==> src/sil_pkg.sv <==
// Package with constants and carrier types for the status indicator logic.
package sil_pkg;

   // ======================================================================
   // Register map
   // ======================================================================
   localparam logic [3:0] ADDR_CTRL = 4'h0;
   localparam logic [3:0] ADDR_COND = 4'h1;
   localparam logic [3:0] ADDR_LAMP = 4'h2;
   localparam logic [3:0] ADDR_CFG = 4'h3;

   // Control register fields.
   localparam int CTRL_OPER = 0;
   localparam int CTRL_DUAL = 1;
   localparam int CTRL_ROUTER = 2;
   localparam int CTRL_FRMODE = 3;
   localparam int CTRL_FAULT = 4;
   localparam int CTRL_ACK = 5;

   // Reset values.
   localparam logic [7:0] CTRL_RESET = 8'h00;
   localparam logic [7:0] CFG_RESET = 8'h00;

   // ======================================================================
   // Timing
   // ======================================================================
   localparam int CLK_HZ = 20_000_000;
   localparam int BLINK_MS = 500;
   localparam int BLINK_HALF_CYC = CLK_HZ / 1000 * BLINK_MS;
   localparam int OOF_MS = 1000;
   localparam int OOF_PERIOD_CYC = CLK_HZ / 1000 * OOF_MS;

   // ======================================================================
   // Carriers
   // ======================================================================
   typedef struct packed {
      logic los;
      logic loss_of_frame;
      logic oof;
      logic excess_error_rate;
      logic yellow;
      logic ais;
   } sil_line_type;

   typedef struct packed {
      logic enabled;
      logic active;
      logic mon_dtr;
      logic mon_rts;
      logic dtr;
      logic rts;
      logic txd;
      logic rxd;
   } sil_port_type;

   typedef struct packed {
      logic sig;
      logic oof;
      logic alm;
   } sil_line_lamp_type;

   typedef enum logic [1:0] {
      SIL_BKP_OFF = 2'b00,
      SIL_BKP_SETUP = 2'b01,
      SIL_BKP_ON = 2'b10
   } sil_bkp_type;

endpackage

==> src/sil_status_indicator.sv <==
// Status indicator logic: condition flags to lamps and screen indicators.
//
// Function
// - Alarm lamp lit after reset and on faults
// - Alarm lamp dark only with no failure
// - Test lamp lit while any test runs
// - Backup lamp steady when backup traffic flows
// - Backup lamp blinks while alternate link sets up
// - Dual model: mode lamp yellow when link management down
// - Mode screen indicator on in frame relay
// - Signal lamp lit while signal recoverable
// - Out-of-frame lamp shows last sampling period
// - Line alarm lamp is OR of six
// - Port ready when leads are correct
// - Port dark when disabled or monitored lead low
// - Dual model: lit if either enabled port active
// - Dual model: both enabled, one inactive, dark
// - LAN ready lamp lit while transferring
// - Link management indicator on when protocol good
// - TXD indicator shows transmit activity
// - RXD indicator shows receive activity
// - DTR indicator mirrors DTR lead
// - RTS indicator mirrors RTS lead
// - Line and port ready screen indicators equal their lamps
// - Power lamp lit only when operational
`timescale 1ns/1ps
`default_nettype none

module sil_status_indicator #(
   parameter int NLINE = 2,
   parameter int BLINK_HALF = sil_pkg::BLINK_HALF_CYC,
   parameter int OOF_PERIOD = sil_pkg::OOF_PERIOD_CYC
) (
   input wire logic mclk,
   input wire logic reset,
   // Register port.
   input wire logic [3:0] reg_addr,
   input wire logic [7:0] reg_wdata,
   input wire logic reg_wr,
   input wire logic reg_rd,
   output logic [7:0] reg_rdata,
   // Conditions from the rest of the unit.
   input wire logic fault_any,
   input wire logic test_any,
   input wire logic backup_up,
   input wire logic backup_data,
   input wire logic link_mgmt_good,
   input wire sil_pkg::sil_line_type [NLINE-1:0] line_cond,
   input wire sil_pkg::sil_port_type port0,
   input wire sil_pkg::sil_port_type port1,
   input wire logic lan_tx,
   input wire logic lan_rx,
   // Lamps.
   output logic power_lamp,
   output logic alarm_lamp,
   output logic test_active_lamp,
   output logic backup_lamp,
   output logic frame_relay_mode_lamp,
   output logic mode_lamp_green,
   output sil_pkg::sil_line_lamp_type [NLINE-1:0] line_lamp,
   output logic port_ready_lamp,
   // Screen indicators.
   output logic scr_frame_relay_mode,
   output logic scr_link_mgmt_good,
   output sil_pkg::sil_line_lamp_type [NLINE-1:0] scr_line,
   output logic scr_port_ready,
   output logic scr_txd,
   output logic scr_rxd,
   output logic scr_dtr,
   output logic scr_rts
);

   // ======================================================================
   // Functions
   // ======================================================================
   function automatic logic port_ok(input sil_pkg::sil_port_type p);
      port_ok = p.enabled && p.active && !(p.mon_dtr && !p.dtr) &&
         !(p.mon_rts && !p.rts);
   endfunction

   function automatic logic line_alarm(input sil_pkg::sil_line_type c);
      line_alarm = c.los | c.loss_of_frame | c.oof | c.excess_error_rate | c.yellow | c.ais;
   endfunction

   // ======================================================================
   // Registers
   // ======================================================================
   logic [7:0] ctrl_r;
   logic [7:0] cfg_r;
   logic reset_seen_r;

   always_ff @(posedge mclk) begin
      if (reset) begin
         ctrl_r <= sil_pkg::CTRL_RESET;
         cfg_r <= sil_pkg::CFG_RESET;
      end else if (reg_wr) begin
         if (reg_addr == sil_pkg::ADDR_CTRL) begin
            ctrl_r <= reg_wdata;
         end
         if (reg_addr == sil_pkg::ADDR_CFG) begin
            cfg_r <= reg_wdata;
         end
      end
   end

   // The after-reset alarm stays until software acknowledges it.
   always_ff @(posedge mclk) begin
      if (reset) begin
         reset_seen_r <= 1'b1;
      end else if (reg_wr && reg_addr == sil_pkg::ADDR_CTRL &&
            reg_wdata[sil_pkg::CTRL_ACK]) begin
         reset_seen_r <= 1'b0;
      end
   end

   wire logic dual = ctrl_r[sil_pkg::CTRL_DUAL];
   wire logic router = ctrl_r[sil_pkg::CTRL_ROUTER];

   // ======================================================================
   // Blink divider
   // ======================================================================
   // The divider runs freely from reset, so the blink phase is not tied to
   // the moment the alternate link starts to come up.
   logic [31:0] blink_cnt_r;
   logic blink_tick;
   logic blink_r;

   assign blink_tick = (blink_cnt_r >= 32'(BLINK_HALF - 1));

   always_ff @(posedge mclk) begin
      if (reset) begin
         blink_cnt_r <= 32'h0000_0000;
      end else if (blink_tick) begin
         blink_cnt_r <= 32'h0000_0000;
      end else begin
         blink_cnt_r <= blink_cnt_r + 32'h0000_0001;
      end
   end

   // One toggle per half period gives a square wave of the full period.
   always_ff @(posedge mclk) begin
      if (reset) begin
         blink_r <= 1'b0;
      end else if (blink_tick) begin
         blink_r <= ~blink_r;
      end
   end

   sil_pkg::sil_bkp_type bkp_state;
   always_comb begin
      case ({backup_up, backup_data})
         2'b11: bkp_state = sil_pkg::SIL_BKP_ON;
         2'b10: bkp_state = sil_pkg::SIL_BKP_SETUP;
         default: bkp_state = sil_pkg::SIL_BKP_OFF;
      endcase
   end

   // ======================================================================
   // Out-of-frame sampling
   // ======================================================================
   logic [31:0] oof_cnt_r;
   logic oof_tick;
   logic [NLINE-1:0] oof_seen_r;
   logic [NLINE-1:0] oof_last_r;

   assign oof_tick = (oof_cnt_r >= 32'(OOF_PERIOD - 1));

   always_ff @(posedge mclk) begin
      if (reset) begin
         oof_cnt_r <= 32'h0000_0000;
      end else if (oof_tick) begin
         oof_cnt_r <= 32'h0000_0000;
      end else begin
         oof_cnt_r <= oof_cnt_r + 32'h0000_0001;
      end
   end

   // The latch collects events inside one period and is emptied at its end.
   always_ff @(posedge mclk) begin
      if (reset) begin
         oof_seen_r <= '0;
      end else begin
         for (int i = 0; i < NLINE; i++) begin
            if (oof_tick) begin
               oof_seen_r[i] <= 1'b0;
            end else if (line_cond[i].oof) begin
               oof_seen_r[i] <= 1'b1;
            end
         end
      end
   end

   // An event in the boundary cycle still counts for the period that ends.
   always_ff @(posedge mclk) begin
      if (reset) begin
         oof_last_r <= '0;
      end else if (oof_tick) begin
         for (int i = 0; i < NLINE; i++) begin
            oof_last_r[i] <= oof_seen_r[i] | line_cond[i].oof;
         end
      end
   end

   // ======================================================================
   // Lamp outputs
   // ======================================================================
   logic any_line_alarm;
   logic port_ready;
   always_comb begin
      any_line_alarm = 1'b0;
      for (int i = 0; i < NLINE; i++) begin
         any_line_alarm = any_line_alarm | line_alarm(line_cond[i]);
      end
      if (router) begin
         port_ready = lan_tx && lan_rx;
      end else if (!dual) begin
         port_ready = port_ok(port0);
      end else if (port0.enabled && port1.enabled) begin
         port_ready = port_ok(port0) && port_ok(port1);
      end else begin
         port_ready = port_ok(port0) || port_ok(port1);
      end
   end

   // The power lamp stays dark until software declares the unit operational.
   always_ff @(posedge mclk) begin
      if (reset) begin
         power_lamp <= 1'b0;
      end else begin
         power_lamp <= ctrl_r[sil_pkg::CTRL_OPER] && !ctrl_r[sil_pkg::CTRL_FAULT];
      end
   end

   // The alarm lamp is lit during reset, so it never shows a false all-clear.
   always_ff @(posedge mclk) begin
      if (reset) begin
         alarm_lamp <= 1'b1;
      end else begin
         alarm_lamp <= reset_seen_r || fault_any || any_line_alarm ||
            ctrl_r[sil_pkg::CTRL_FAULT];
      end
   end

   always_ff @(posedge mclk) begin
      if (reset) begin
         test_active_lamp <= 1'b0;
      end else begin
         test_active_lamp <= test_any;
      end
   end

   always_ff @(posedge mclk) begin
      if (reset) begin
         backup_lamp <= 1'b0;
      end else begin
         case (bkp_state)
            sil_pkg::SIL_BKP_ON: backup_lamp <= 1'b1;
            sil_pkg::SIL_BKP_SETUP: backup_lamp <= blink_r;
            default: backup_lamp <= 1'b0;
         endcase
      end
   end

   // The two-colour mode lamp exists only on the dual-port model.
   always_ff @(posedge mclk) begin
      if (reset) begin
         frame_relay_mode_lamp <= 1'b0;
         mode_lamp_green <= 1'b0;
      end else begin
         frame_relay_mode_lamp <= dual && !link_mgmt_good;
         mode_lamp_green <= dual && link_mgmt_good;
      end
   end

   always_ff @(posedge mclk) begin
      if (reset) begin
         scr_frame_relay_mode <= 1'b0;
         scr_link_mgmt_good <= 1'b0;
      end else begin
         scr_frame_relay_mode <= ctrl_r[sil_pkg::CTRL_FRMODE];
         scr_link_mgmt_good <= link_mgmt_good;
      end
   end

   always_ff @(posedge mclk) begin
      if (reset) begin
         line_lamp <= '0;
      end else begin
         for (int i = 0; i < NLINE; i++) begin
            line_lamp[i].sig <= !line_cond[i].los;
            line_lamp[i].oof <= oof_last_r[i];
            line_lamp[i].alm <= line_alarm(line_cond[i]);
         end
      end
   end

   // The screen copies are built from the same sources in the same cycle,
   // so a lamp and its screen indicator can never disagree.
   always_ff @(posedge mclk) begin
      if (reset) begin
         scr_line <= '0;
      end else begin
         for (int i = 0; i < NLINE; i++) begin
            scr_line[i].sig <= !line_cond[i].los;
            scr_line[i].oof <= oof_last_r[i];
            scr_line[i].alm <= line_alarm(line_cond[i]);
         end
      end
   end

   always_ff @(posedge mclk) begin
      if (reset) begin
         port_ready_lamp <= 1'b0;
         scr_port_ready <= 1'b0;
      end else begin
         port_ready_lamp <= port_ready;
         scr_port_ready <= port_ready;
      end
   end

   // Data activity of the first user data port.
   always_ff @(posedge mclk) begin
      if (reset) begin
         scr_txd <= 1'b0;
         scr_rxd <= 1'b0;
      end else begin
         scr_txd <= port0.txd;
         scr_rxd <= port0.rxd;
      end
   end

   // Live levels of the control leads of the first user data port.
   always_ff @(posedge mclk) begin
      if (reset) begin
         scr_dtr <= 1'b0;
         scr_rts <= 1'b0;
      end else begin
         scr_dtr <= port0.dtr;
         scr_rts <= port0.rts;
      end
   end

   // ======================================================================
   // Read port
   // ======================================================================
   always_ff @(posedge mclk) begin
      if (reset) begin
         reg_rdata <= 8'h00;
      end else if (reg_rd) begin
         case (reg_addr)
            sil_pkg::ADDR_CTRL: reg_rdata <= ctrl_r;
            sil_pkg::ADDR_CFG: reg_rdata <= cfg_r;
            sil_pkg::ADDR_COND: reg_rdata <= {reset_seen_r, fault_any, test_any,
               backup_up, backup_data, link_mgmt_good, any_line_alarm, port_ready};
            sil_pkg::ADDR_LAMP: reg_rdata <= {power_lamp, alarm_lamp,
               test_active_lamp, backup_lamp, frame_relay_mode_lamp,
               mode_lamp_green, port_ready_lamp, scr_frame_relay_mode};
            default: reg_rdata <= 8'h00;
         endcase
      end else begin
         reg_rdata <= 8'h00;
      end
   end

endmodule

`default_nettype wire

==> config.mk <==
export PLATFORM = sky130hd
export DESIGN_NAME = sil_status_indicator
export DESIGN_NICKNAME = d
export VERILOG_FILES = /design/src/sil_pkg.sv /design/src/sil_status_indicator.sv
export SDC_FILE = /design/constraint.sdc
export NUM_CORES = 1
export LEC_CHECK = 0
export BUFFER_PORTS_ARGS = -buffer_cell sky130_fd_sc_hd__buf_2
export CAP_MARGIN = 15
export CORE_MARGIN = 2
export CORE_UTILIZATION = 40
export CTS_BUF_LIST = sky130_fd_sc_hd__clkbuf_8
export DETAILED_ROUTE_END_ITERATION = 7
export PLACE_DENSITY_LB_ADDON = 0.12
export SLEW_MARGIN = 20
export SYNTH_ARGS = -nofsm -noshare
export SYNTH_HDL_FRONTEND = slang
export SYNTH_SLANG_ARGS = --single-unit
==> constraint.sdc <==
create_clock -name mclk -period 1.6 [get_ports mclk]
set_input_delay 0.08 -clock mclk [delete_from_list [all_inputs] [get_ports mclk]]
set_output_delay 0.08 -clock mclk [all_outputs]
set_load 0.05 [all_outputs]
# After elaboration in Yosys (flattened, before gate mapping)
# Cells that the tools add are included.
# Widths: inputs -> output; s select.
dict set report op_classes {
  addsub 2
  order_cmp 2
  eq_ne 7
  muxes 6
  n_bitwise 15
  n_reduce_logical 40
}
# cell n
set ops {}
lappend ops {{$add 32x1->32 const B} 2}
lappend ops {{$ge 32x24->1 const B} 1}
lappend ops {{$ge 32x25->1 const B} 1}
lappend ops {{$pmux 8 s4} 1}
lappend ops {{$logic_and 1x1->1} 18}
lappend ops {{$or 1x1->1} 13}
lappend ops {{$logic_not 1->1} 12}
lappend ops {{$eq 4x2->1 const B} 2}
lappend ops {{$eq 2x2->1 const B} 3}
lappend ops {{$reduce_or 2->1} 3}
lappend ops {{$eq 4x1->1 const B} 1}
lappend ops {{$logic_not 4->1} 1}
lappend ops {{$logic_or 1x1->1} 4}
lappend ops {{$pmux 2 s2} 1}
lappend ops {{$reduce_and 2->1} 2}
lappend ops {{$mux 1} 3}
lappend ops {{$eq 2x1->1 const B} 1}
lappend ops {{$not 1->1} 2}
lappend ops {{$pmux 1 s2} 1}
dict set report word_totals {
  reg_bits 113
  inputBits 51
  output_inout_bits 34
}

# Logic depth before layout (Yosys ltp)
# Gate-level depths: netlist (run 1).
dict set report depth {
  word_depth 10
  ltp_mapped 7
}

# Least setup slack after synthesis (run 1)
# No wires, ideal clock.
dict set report synth_path {
  path_type {flip-flop to flip-flop}
  startpoint {register oof_cnt_r[0]}
  endpoint {register oof_cnt_r[11]}
  arrival_ps 1604
  setup_slack_ps -119
  stages_incl_launch_ff 8
  n_path_buf 1
  period_less_slack_ps 1719
  path_cell_list {dfxtp_1 ha_1 nand2_1 nor3_2 nor4_2 o311ai_4 buf_4 nor2_1}
}
dict set report synth_via {
  elab_chain_len 2
}
# item line_no
set synth_lines {}
lappend synth_lines {{start: declaration} sil_status_indicator.sv:161} ;# logic [31:0] oof_cnt_r;
lappend synth_lines {{start signal: assignment} sil_status_indicator.sv:174} ;# oof_cnt_r <= oof_cnt_r + 32'h0000_0001;
lappend synth_lines {{$ge 32x25->1} sil_status_indicator.sv:166} ;# assign oof_tick = (oof_cnt_r >= 32'(OOF_PERIOD - 1));
lappend synth_lines {{$reduce_or 2->1 (no source line)} n/a}
# Several ways; a longest one is shown, not always the timed one.
# A chain may end at the register's enable or synchronous reset.

# Worst setup path after layout (run 1)
dict set report layout_path {
  startpoint {register oof_cnt_r[19]}
  endpoint {register oof_cnt_r[2]}
}
dict set report layout_via {
  elab_chain_len 2
}
# item line_no
set layout_lines {}
lappend layout_lines {{$ge 32x25->1} sil_status_indicator.sv:166}
lappend layout_lines {{$reduce_or 2->1 (no source line)} n/a}
# Every way passes these cells.

==> flow_summary.json, run 1 <==
{
  "outcome": "complete, no violations",
  "synth_top_area_share_pct": 50.8,
  "ys_seq_area_share_pct": 50.8,
  "holdCritStartpoint": "reg_rd",
  "critPathMaxFanout": 25,
  "hold-path-endpoint": "reg_rdata[0]$_SDFF_PP0_",
  "regToRegSetupSlack_ps": 20,
  "htreeDepth": 4,
  "port_buffers": 82,
  "vias": 3565,
  "drt-pass1-iter-count": 5,
  "n_fill_cell": 967,
  "synth_cells": 451,
  "r2r_cells": 6,
  "min_path_type": "in2reg",
  "grt_max_degree": 26,
  "finalPower_mw": 6.24,
  "finalWorstSetupSlack_ps": 24.8,
  "clock_latency_ps": 430,
  "fmaxAchievable_mhz": 635,
  "synth_edf_count": 0,
  "hold-worst-slack_ps": 81.7,
  "area_growth_pct": 37.0,
  "finalInstanceArea_um2": 6110,
  "dieArea_um2": 12000,
  "boundaryPins": 85,
  "maxSlewViolCount": 0,
  "grt_pass1_vias": 3418,
  "maxCapViolations": 0,
  "clock_skew_ps": 8.51,
  "synthTopCellsByArea": "dfxtp_1 (51%), nor2_1 (7.1%), xor2_1 (6.9%), mux2i_1 (4.3%), mux4_2 (3.5%)",
  "startpoint_type": "flip-flop",
  "cts.sinks": 113,
  "required_ps": 1920,
  "finalCoreUtilization_pct": 56.3,
  "wire_per_inst_um": 12.4,
  "drive_above_1_share_pct": 31.1,
  "synth_area_um2": 4460,
  "arrival_ps": 1900,
  "rsz0062_at_grt": "true",
  "cts_buffer_depth": 2,
  "drc": 0,
  "mostFrequentLayoutCells": "dfxtp_1 (110), nor2_1 (82), buf_2 (82)",
  "critPathCaptureType": "flip-flop",
  "synth-main-ff-cell": "dfxtp_1",
  "peakVddDrop_mv": 0.664,
  "finalSetupViolations": 0,
  "cts_tree": "done",
  "ant_nets": 0,
  "drt-total-wl_mm": 9.49,
  "placed_cell_area_um2": 5310,
  "min_path_cells": 4,
  "antenna_cells": 0,
  "synthArstFlopShare_pct": 0,
  "fin_crit_ps": 1580,
  "reg2reg_to": "oof_cnt_r[2]$_SDFF_PP0_",
  "grt-ovfl-total": 0,
  "synth_warnings": 0,
  "path_clk_slew_ps": 70,
  "dp_cells": 708,
  "gp_congestion": 0.772,
  "start_util_pct": 41.1,
  "antenna_found_initial": 0,
  "timing.final.crit_share_pct": 98.4,
  "floorplan.rows": 38,
  "grt_pass1_wl_mm": 15.6,
  "fin_cells": 767,
  "crit_type": "reg2reg",
  "core_um2": 10800,
  "r2r_start": "oof_cnt_r[19]$_SDFF_PP0_",
  "yosys_register_bits": 113,
  "drt_iter0_markers": 147,
  "finalSetupTns_ps": 0,
  "nets": 668,
  "hold_viol_final": 0,
  "grt_usage_pct": 17.0,
  "power_density_nw_per_um2": 1020,
  "layout_commonest_cell": "dfxtp_1",
  "die_y_um": 110,
  "numCtsBuffers": 17,
  "synth.distinct_cells": 52,
  "yosys.area.top_type": "dfxtp_1",
  "avgSynthCellArea_um2": 9.88,
  "vias_per_cell": 4.65,
  "cts.root.buffer_cell": "clkbuf_8",
  "power.leakage_nw": 2.60,
  "dp_slack_ps": -72.0,
  "die_x_um": 110,
  "place_hpwl_mm": 6.60
}
## cell usage after synthesis (2+ instances only)
| cell type | count |
|---|---|
| xor2_1 | 35 |
| and3_1 | 13 |
| nor3_1 | 6 |
| buf_2 | 2 |
| nor4_1 | 4 |
| a21oi_1 | 2 |
| dfxtp_1 | 113 |
| nand2_1 | 26 |
| nand4_1 | 13 |
| nor2b_1 | 15 |
| mux4_2 | 7 |
| xnor2_1 | 10 |
| inv_1 | 7 |
| clkbuf_1 | 9 |
| nor3b_1 | 2 |
| a31oi_1 | 2 |
| o21ai_1 | 2 |
| nand2b_1 | 2 |
| o21ai_0 | 4 |
| nor3_4 | 2 |
| a21o_1 | 3 |
| nor2_1 | 84 |
| buf_4 | 10 |
| nor3_2 | 4 |
| or4_4 | 2 |
| mux2i_1 | 19 |
| ha_1 | 2 |
| nand3_1 | 27 |
## worst max-delay path, stage by stage, from the launching register on
cell and delay (ps):
dfxtp_2 320, nor3_2 180, nand4_1 110, or2_4 260, o311ai_4 310, buf_12 200
nor2_1 60
## per-layer routing
| layer | up-vias | share of wire [%] | global-route usage (%) |
|---|---|---|---|
| li1 | 1843 | - | - |
| met1 | 1653 | 46 | 21.1 |
| met2 | 55 | 49 | 27.2 |
| met3 | 14 | 3.9 | 5.22 |
| met4 | 0 | 1.8 | 7.87 |
| met5 | - | 0 | 0 |
## area by class of cell
type                            count  area, um2  area share [%]
Multi-Input combinational cell    322       2160            35.3
Inverter                            8       30.0           0.492
Clock inverter                     10        158            2.58
Timing Repair Buffer              153       1030            16.9
Tap cell                          140        175            2.87
Sequential cell                   113       2270            37.1
Clock buffer                       21        289            4.73
## worst max-delay path by stage
stage,cells after the start,startpoint,to
4_1_cts,5,blink_cnt_r[10]$_SDFF_PP0_,blink_r$_SDFFE_PP0P_
3_5_place_dp,7,oof_cnt_r[0]$_SDFF_PP0_,oof_last_r[1]$_SDFFE_PP0P_
3_3_place_gp,6,line_cond[11],reg_rdata[1]$_SDFF_PP0_
2_1_floorplan,7,blink_cnt_r[0]$_SDFF_PP0_,blink_cnt_r[7]$_SDFF_PP0_
6_report,6,oof_cnt_r[19]$_SDFF_PP0_,oof_cnt_r[2]$_SDFF_PP0_
5_1_grt,6,oof_cnt_r[19]$_SDFF_PP0_,oof_last_r[0]$_SDFFE_PP0P_
## repair_timing
item	CTS	global route
gates resized for setup	8	11
setup buffers	0	1
hold buffers	27	0
pin swaps	2	3
hold endpoints to repair	35	0
setup endpoints to repair	31	54
## power by group
| part | total [mW] | switching [mW] | internal (mW) | leakage, nW |
|---|---|---|---|---|
| registers | 2.89 | 0.0201 | 2.87 | 0.922 |
| clock network | 2.97 | 1.12 | 1.85 | 0.225 |
| logic | 0.388 | 0.220 | 0.168 | 1.45 |
| total | 6.24 | 1.36 | 4.88 | 2.60 |
## kinds of logic after synthesis
| kind of cell | Yosys count | synth area share, % |
|---|---|---|
| flip-flops | 113 | 50.8 |
| AO/OA/AOI/OAI | 22 | 3.85 |
| other | 1 | 0.0842 |
| adder cells (fa/ha/maj) | 2 | 0.562 |
| XOR/XNOR | 45 | 8.85 |
| AND/OR/NAND/NOR | 211 | 24.2 |
| buffers and inverters | 30 | 3.59 |
| multiplexers | 27 | 8.06 |
## flip-flops by register name, summed over array words and instances, names as in the netlist
register and count:
mode_lamp_green 1, scr_frame_relay_mode 1, backup_lamp 1, power_lamp 1, blink_r 1, frame_relay_mode_lamp 1
scr_port_ready 1, scr_rts 1, blink_cnt_r 32, oof_cnt_r 32, test_active_lamp 1, ctrl_r 8
scr_line 6, oof_seen_r 2, alarm_lamp 1, scr_link_mgmt_good 1, reg_rdata 8, oof_last_r 2
scr_txd 1, scr_dtr 1, reset_seen_r 1, scr_rxd 1, cfg_r 8
Note: power is estimated with default switching activity, not from simulation.
==> run 2: changes to the inputs <==
--- a/config.mk
+++ b/config.mk
@@ -5,13 +5,13 @@
 export SDC_FILE = /design/constraint.sdc
 export NUM_CORES = 1
 export LEC_CHECK = 0
+export ABC_AREA = 1
 export BUFFER_PORTS_ARGS = -buffer_cell sky130_fd_sc_hd__buf_2
 export CAP_MARGIN = 15
-export CORE_MARGIN = 2
 export CORE_UTILIZATION = 40
 export CTS_BUF_LIST = sky130_fd_sc_hd__clkbuf_8
 export DETAILED_ROUTE_END_ITERATION = 7
-export PLACE_DENSITY_LB_ADDON = 0.12
+export PLACE_DENSITY = 0.64
 export SLEW_MARGIN = 20
 export SYNTH_ARGS = -nofsm -noshare
 export SYNTH_HDL_FRONTEND = slang
==> run 2 against run 1 <==
Clock skew increased by 3.1 ps. Synthesized area increased by 11%. Highest routed layer unchanged. Design area increased by 8.2%. Critical path type unchanged. Flip-flop and latch count unchanged. Setup slack improved by 38 ps.
==> flow_summary.json, run 2 <==
{
  "die_y_um": 113,
  "synth_edf_count": 0,
  "reg_top3": "blink_cnt_r: 32 flops, oof_cnt_r: 32 flops",
  "area_growth_pct": 33.5,
  "place_hpwl_mm": 7.86,
  "required_ps": 1950,
  "cts_tree": "done",
  "vias_per_cell": 4.82,
  "die_x_um": 113,
  "n_fill_cell": 1101,
  "ant_nets": 0,
  "synth_area_um2": 4950,
  "layout_commonest_cell": "nand2_1",
  "drt-total-wl_mm": 11.8,
  "worst_pin_slew_ps": 669,
  "yosysMostFrequentCell": "dfxtp_1",
  "power.switching_mw": 1.40,
  "avgSynthCellArea_um2": 7.61,
  "peakVddDrop_mv": 0.636,
  "crit_type": "reg2reg",
  "gp_congestion": 0.906,
  "grt_max_degree": 25,
  "finalWorstSetupSlack_ps": 62.6,
  "critPathMaxFanout": 8,
  "cts_buffer_depth": 2,
  "maxSlewViolCount": 0,
  "arrival_ps": 1890,
  "power.leakage_nw": 2.69,
  "critPathCaptureType": "flip-flop",
  "outcome": "complete, no violations",
  "clock_latency_ps": 430,
  "synth.distinct_cells": 36,
  "core_um2": 12000,
  "fin_cells": 970,
  "seq_power_share_pct": 48.9,
  "maxSlewHeadroom_pct": 55.4,
  "synth_warnings": 0,
  "yosys.area.top_type": "dfxtp_1",
  "path_clk_slew_ps": 70,
  "mostFrequentLayoutCells": "nand2_1 (107), dfxtp_1 (104), nor2_1 (93)",
  "synthTopCellsByArea": "dfxtp_1 (46%), nand2_1 (8.3%), nor2_1 (7.6%), inv_1 (6.1%), nand3_1 (4.1%)",
  "nets": 863,
  "synth-main-ff-cell": "dfxtp_1",
  "power_frac_comb_pct": 6.7,
  "floorplan.rows": 40,
  "min_path_type": "in2reg",
  "yosys_register_bits": 113,
  "grt-ovfl-total": 0,
  "finalSetupTns_ps": 0,
  "clock_skew_ps": 11.6,
  "start_util_pct": 41.2,
  "vias": 4672,
  "boundaryPins": 85,
  "synthArstFlopShare_pct": 0,
  "drt-pass1-iter-count": 5,
  "power_density_nw_per_um2": 893,
  "antenna_cells": 0,
  "dieArea_um2": 12800,
  "grt_pass1_wl_mm": 18.7,
  "timing.final.crit_share_pct": 96.1,
  "hold_viol_final": 0,
  "htreeDepth": 4,
  "dp_slack_ps": 17.4,
  "drc": 0,
  "wire_per_inst_um": 12.2,
  "maxCapViolations": 0,
  "synth_cells": 650,
  "dp_cells": 894,
  "fmaxAchievable_mhz": 650,
  "startpoint_type": "flip-flop",
  "ys_seq_area_share_pct": 45.7,
  "drt_iter0_markers": 345,
  "cts.sinks": 113,
  "synth_commonest_cells": "dfxtp_1 (113), nand2_1 (109), nor2_1 (100), inv_1 (81), nand3_1 (41)",
  "finalSetupViolations": 0,
  "antenna_found_initial": 0,
  "p_int_mw": 4.50,
  "grt_pass1_vias": 4361,
  "fin_crit_ps": 1540,
  "port_buffers": 82,
  "power_frac_clock_pct": 44.3,
  "grt_usage_pct": 18.3,
  "numCtsBuffers": 17,
  "p_sw_share_pct": 23.8,
  "drive_above_1_share_pct": 27.8,
  "cts.root.buffer_cell": "clkbuf_8",
  "synth_top_area_share_pct": 45.7,
  "finalCoreUtilization_pct": 55.0
}
run 2: kinds of logic after synthesis:
kind of cell	Yosys count	synth area share, %
other	1	0.0758
and+or+nand+nor	333	31.8
AOI/OAI and AO/OA	70	7.99
adders and majority gates	2	0.506
xor gates and xnor gates	25	4.43
buffers and inverters	106	9.51
DFF	113	45.7
run 2: repair_timing:
item,CTS,global route
gates resized for setup,1,41
hold endpoints to repair,34,0
setup endpoints to repair,1,48
setup buffers,0,10
pin swaps,0,15
cloned,0,5
hold buffers,29,0
run 2: worst paths after layout:
path | from | to | slack, ps | cells past startpoint
min reg2reg | ctrl_r[4]$_SDFFE_PP0P_ | power_lamp$_SDFF_PP0_ | 410 | 1
max | oof_cnt_r[14]$_SDFF_PP0_ | oof_cnt_r[14]$_SDFF_PP0_ | 60 | 9
min | line_cond[10] | alarm_lamp$_SDFF_PP1_ | 80 | 5
max reg2reg | oof_cnt_r[14]$_SDFF_PP0_ | oof_cnt_r[14]$_SDFF_PP0_ | 60 | 9
run 2: stage by stage:
| stage | hold slack (ps) | cell area (um2) | power (mW) |
|---|---|---|---|
| floorplan | 152 | 5000 | 3.17 |
| global placement | 258 | 5620 | 3.28 |
| detailed placement | 266 | 5620 | 3.28 |
| CTS | 45.5 | 6300 | 5.95 |
| global route | 64.4 | 6610 | 6.13 |
| finish | 80.5 | 6610 | 5.90 |
run 2: per-layer routing:
metal  up-vias  GRT usage [%]  wire length (um)
li1       2382              -                 -
met5         -              0                 0
met3        28           5.68               588
met1      2130           22.0              5260
met2       132           30.2              5720
met4         0           7.63               248
run 2: final cells by class:
class	instances	area (um2)	area share, %
Tap cell	147	184	2.78
Sequential cell	113	2270	34.4
Clock inverter	12	116	1.76
Inverter	89	334	5.06
Multi-Input combinational cell	448	2440	36.9
Timing Repair Buffer	141	986	14.9
Clock buffer	20	275	4.17
run 2: worst max-delay path, cell delays in order, from the launching register on:
cell	delay [ps]
dfxtp_1	430
inv_2	90
nand2_1	70
nor2_1	40
a21oi_1	160
nand2_2	90
nand2_4	90
nand3_4	140
buf_12	220
a21oi_1	130
run 2: power by group through the flow:
stage / logic, mW / clock network, mW / registers, mW
detailed placement: 0.334 / 0 / 2.95
global route: 0.430 / 2.81 / 2.89
finish: 0.397 / 2.62 / 2.89
floorplan: 0.144 / 0 / 3.02
global placement: 0.330 / 0 / 2.95
CTS: 0.385 / 2.68 / 2.89
==> run 3: changes to the inputs <==
--- a/config.mk
+++ b/config.mk
@@ -5,13 +5,13 @@
 export SDC_FILE = /design/constraint.sdc
 export NUM_CORES = 1
 export LEC_CHECK = 0
-export ABC_AREA = 1
+export ABC_AREA = 0
 export BUFFER_PORTS_ARGS = -buffer_cell sky130_fd_sc_hd__buf_2
 export CAP_MARGIN = 15
 export CORE_UTILIZATION = 40
 export CTS_BUF_LIST = sky130_fd_sc_hd__clkbuf_8
 export DETAILED_ROUTE_END_ITERATION = 7
-export PLACE_DENSITY = 0.64
+export PLACE_DENSITY = 0.65
 export SLEW_MARGIN = 20
 export SYNTH_ARGS = -nofsm -noshare
 export SYNTH_HDL_FRONTEND = slang
==> run 3 against run 2 <==
The run now ends with negative setup slack left. Sequential share of layout area rose by 2.6 points. Count of clock-buffer cells in the layout fell by 2. Combinational power fell by 3%. Flip-flop and latch count did not move. Cell count fell by 22%. Sequential power barely moved. Clock power rose by 7%. Clock skew rose by 1.3 ps. Total power rose by 3.0%. Design area fell by 6.9%. Fmax fell by 5.3%. Global-route usage fell by 1.2 points. Largest cell class is now sequential cells.
==> flow_summary.json, run 3 (synthesized netlist as in run 1, its figures left out) <==
{
  "outcome": "complete, but fails checks",
  "violations": "negative setup slack",
  "regArea_um2": 2280,
  "wire_per_inst_um": 12.5,
  "finalInstanceArea_um2": 6150,
  "r2r_start": "blink_cnt_r[0]$_SDFF_PP0_",
  "worst_pin_slew_ps": 547,
  "layout_commonest_cell": "dfxtp_1",
  "drt-total-wl_mm": 9.52,
  "vias": 3627,
  "drc": 0,
  "min_path_type": "in2reg",
  "startpoint_type": "flip-flop",
  "multi_input_area_um2": 2270,
  "cts.sinks": 113,
  "required_ps": 1960,
  "mostFrequentLayoutCells": "dfxtp_1 (102), buf_2 (82), nor2_1 (69)",
  "rsz0062_at_grt": "true",
  "power_density_nw_per_um2": 988,
  "port_buffers": 82,
  "grt_max_degree": 26,
  "finalPower_mw": 6.08,
  "r2r_cells": 6,
  "min_path_cells": 4,
  "reg_top3": "blink_cnt_r: 32 flops, oof_cnt_r: 32 flops",
  "dp_slack_ps": -49.2,
  "arrival_ps": 1980,
  "htreeDepth": 4,
  "start_util_pct": 41.1,
  "finalWorstSetupSlack_ps": -24.3,
  "drive_above_1_share_pct": 34.2,
  "floorplan.rows": 38,
  "place_hpwl_mm": 6.30,
  "critPathMaxFanout": 5,
  "maxSlewHeadroom_pct": 63.6,
  "hold-worst-slack_ps": 87.9,
  "drt_iter0_markers": 151,
  "timing.final.crit_share_pct": 102,
  "fin_crit_ps": 1620,
  "core_um2": 10800,
  "maxCapViolations": 0,
  "regToRegSetupSlack_ps": -20,
  "grt_usage_pct": 17.1,
  "endpoint": "blink_cnt_r[19]$_SDFF_PP0_",
  "maxSlewViolCount": 0,
  "cts_buffer_depth": 2,
  "peakVddDrop_mv": 0.682,
  "placed_cell_area_um2": 5250,
  "clock_latency_ps": 430,
  "numCtsBuffers": 17,
  "finalSetupTns_ps": -137,
  "area_growth_pct": 38.1,
  "antenna_found_initial": 0,
  "power.leakage_nw": 2.56,
  "critPathLaunch": "blink_cnt_r[0]$_SDFF_PP0_",
  "antenna_cells": 0,
  "finalSetupViolations": 13,
  "cts.root.buffer_cell": "clkbuf_8",
  "die_x_um": 108,
  "reg2reg_to": "blink_cnt_r[19]$_SDFF_PP0_",
  "n_fill_cell": 916,
  "dieArea_um2": 11600,
  "hold_viol_final": 0,
  "grt_pass1_wl_mm": 15.3,
  "drt-pass1-iter-count": 5,
  "clock_skew_ps": 12.9,
  "fmaxAchievable_mhz": 616,
  "nets": 661,
  "critPathCaptureType": "flip-flop",
  "gp_congestion": 0.797,
  "grt-ovfl-total": 0,
  "path_clk_slew_ps": 70,
  "ant_nets": 0,
  "crit_type": "reg2reg",
  "vias_per_cell": 4.77,
  "boundaryPins": 85,
  "die_y_um": 108,
  "grt_pass1_vias": 3555,
  "cts_tree": "done"
}
-- run 3: cell types whose count changed in the layout (fill, tap and decap cells not counted), moves of 13 or more --
cell | before | now
nand2_1 | 107 | 25
inv_1 | 82 | 9
a21oi_1 | 31 | 1
nor2_1 | 93 | 69
mux2i_1 | 0 | 19
nor2_2 | 24 | 7
nor3_1 | 20 | 3
nor2b_1 | 0 | 15
nand3_1 | 39 | 26
xor2_1 | 21 | 34
-- run 3: area by class of cell --
cell class / instances / area share [%]
clock buffers: 18 / 4.03
clock inverters: 13 / 2.77
inverters: 8 / 0.488
multi-input cells: 322 / 36.9
flip-flops and latches: 113 / 37.0
well taps: 140 / 2.85
repair buffers: 146 / 16.0
-- run 3: how the worst min path moves through the flow --
stage                               from  slack [ps]                                to
after floorplan             line_cond[5]         150            scr_line[2]$_SDFF_PP0_
after global placement          port0[0]         290                scr_rxd$_SDFF_PP0_
after detailed placement  link_mgmt_good         300  frame_relay_mode_lamp$_SDFF_PP0_
after CTS                   line_cond[6]          70             alarm_lamp$_SDFF_PP1_
after global routing        line_cond[6]          80             alarm_lamp$_SDFF_PP1_
final                             reg_rd          90           reg_rdata[0]$_SDFF_PP0_
-- run 3: metrics by stage --
stage	util, %	std cells
after floorplan	-	465
after global placement	48.4	700
after detailed placement	48.4	700
after CTS	54.7	757
after global routing	56.8	760
final	56.8	760
-- run 3: routing by layer --
layer | global-route usage [%] | routed length (um) | share of wire, %
met5 | 0 | 0 | 0
met4 | 6.75 | 104 | 1.1
met3 | 5.57 | 407 | 4.3
met2 | 29.6 | 4770 | 50
met1 | 19.3 | 4240 | 45
-- run 3: report_power, final --
part           internal, mW  switching [mW]
Combinational         0.167           0.220
Clock                  1.71            1.10
Sequential             2.86          0.0221
Total                  4.74            1.34
-- run 3: what timing repair did --
action / in CTS / in global routing
setup buffers: 0 / 2
gates cloned: 0 / 1
endpoints found under the hold margin: 35 / 0
endpoints found under the setup margin: 17 / 53
resized for setup: 1 / 55
pin swaps: 1 / 34
hold buffers: 26 / 0
-- run 3: critical path, stage by stage (launching register included) --
cell,delay [ps]
dfxtp_2,340
ha_4,160
and4_4,180
nand3b_1,200
a211o_1,410
buf_6,180
nor2_1,80
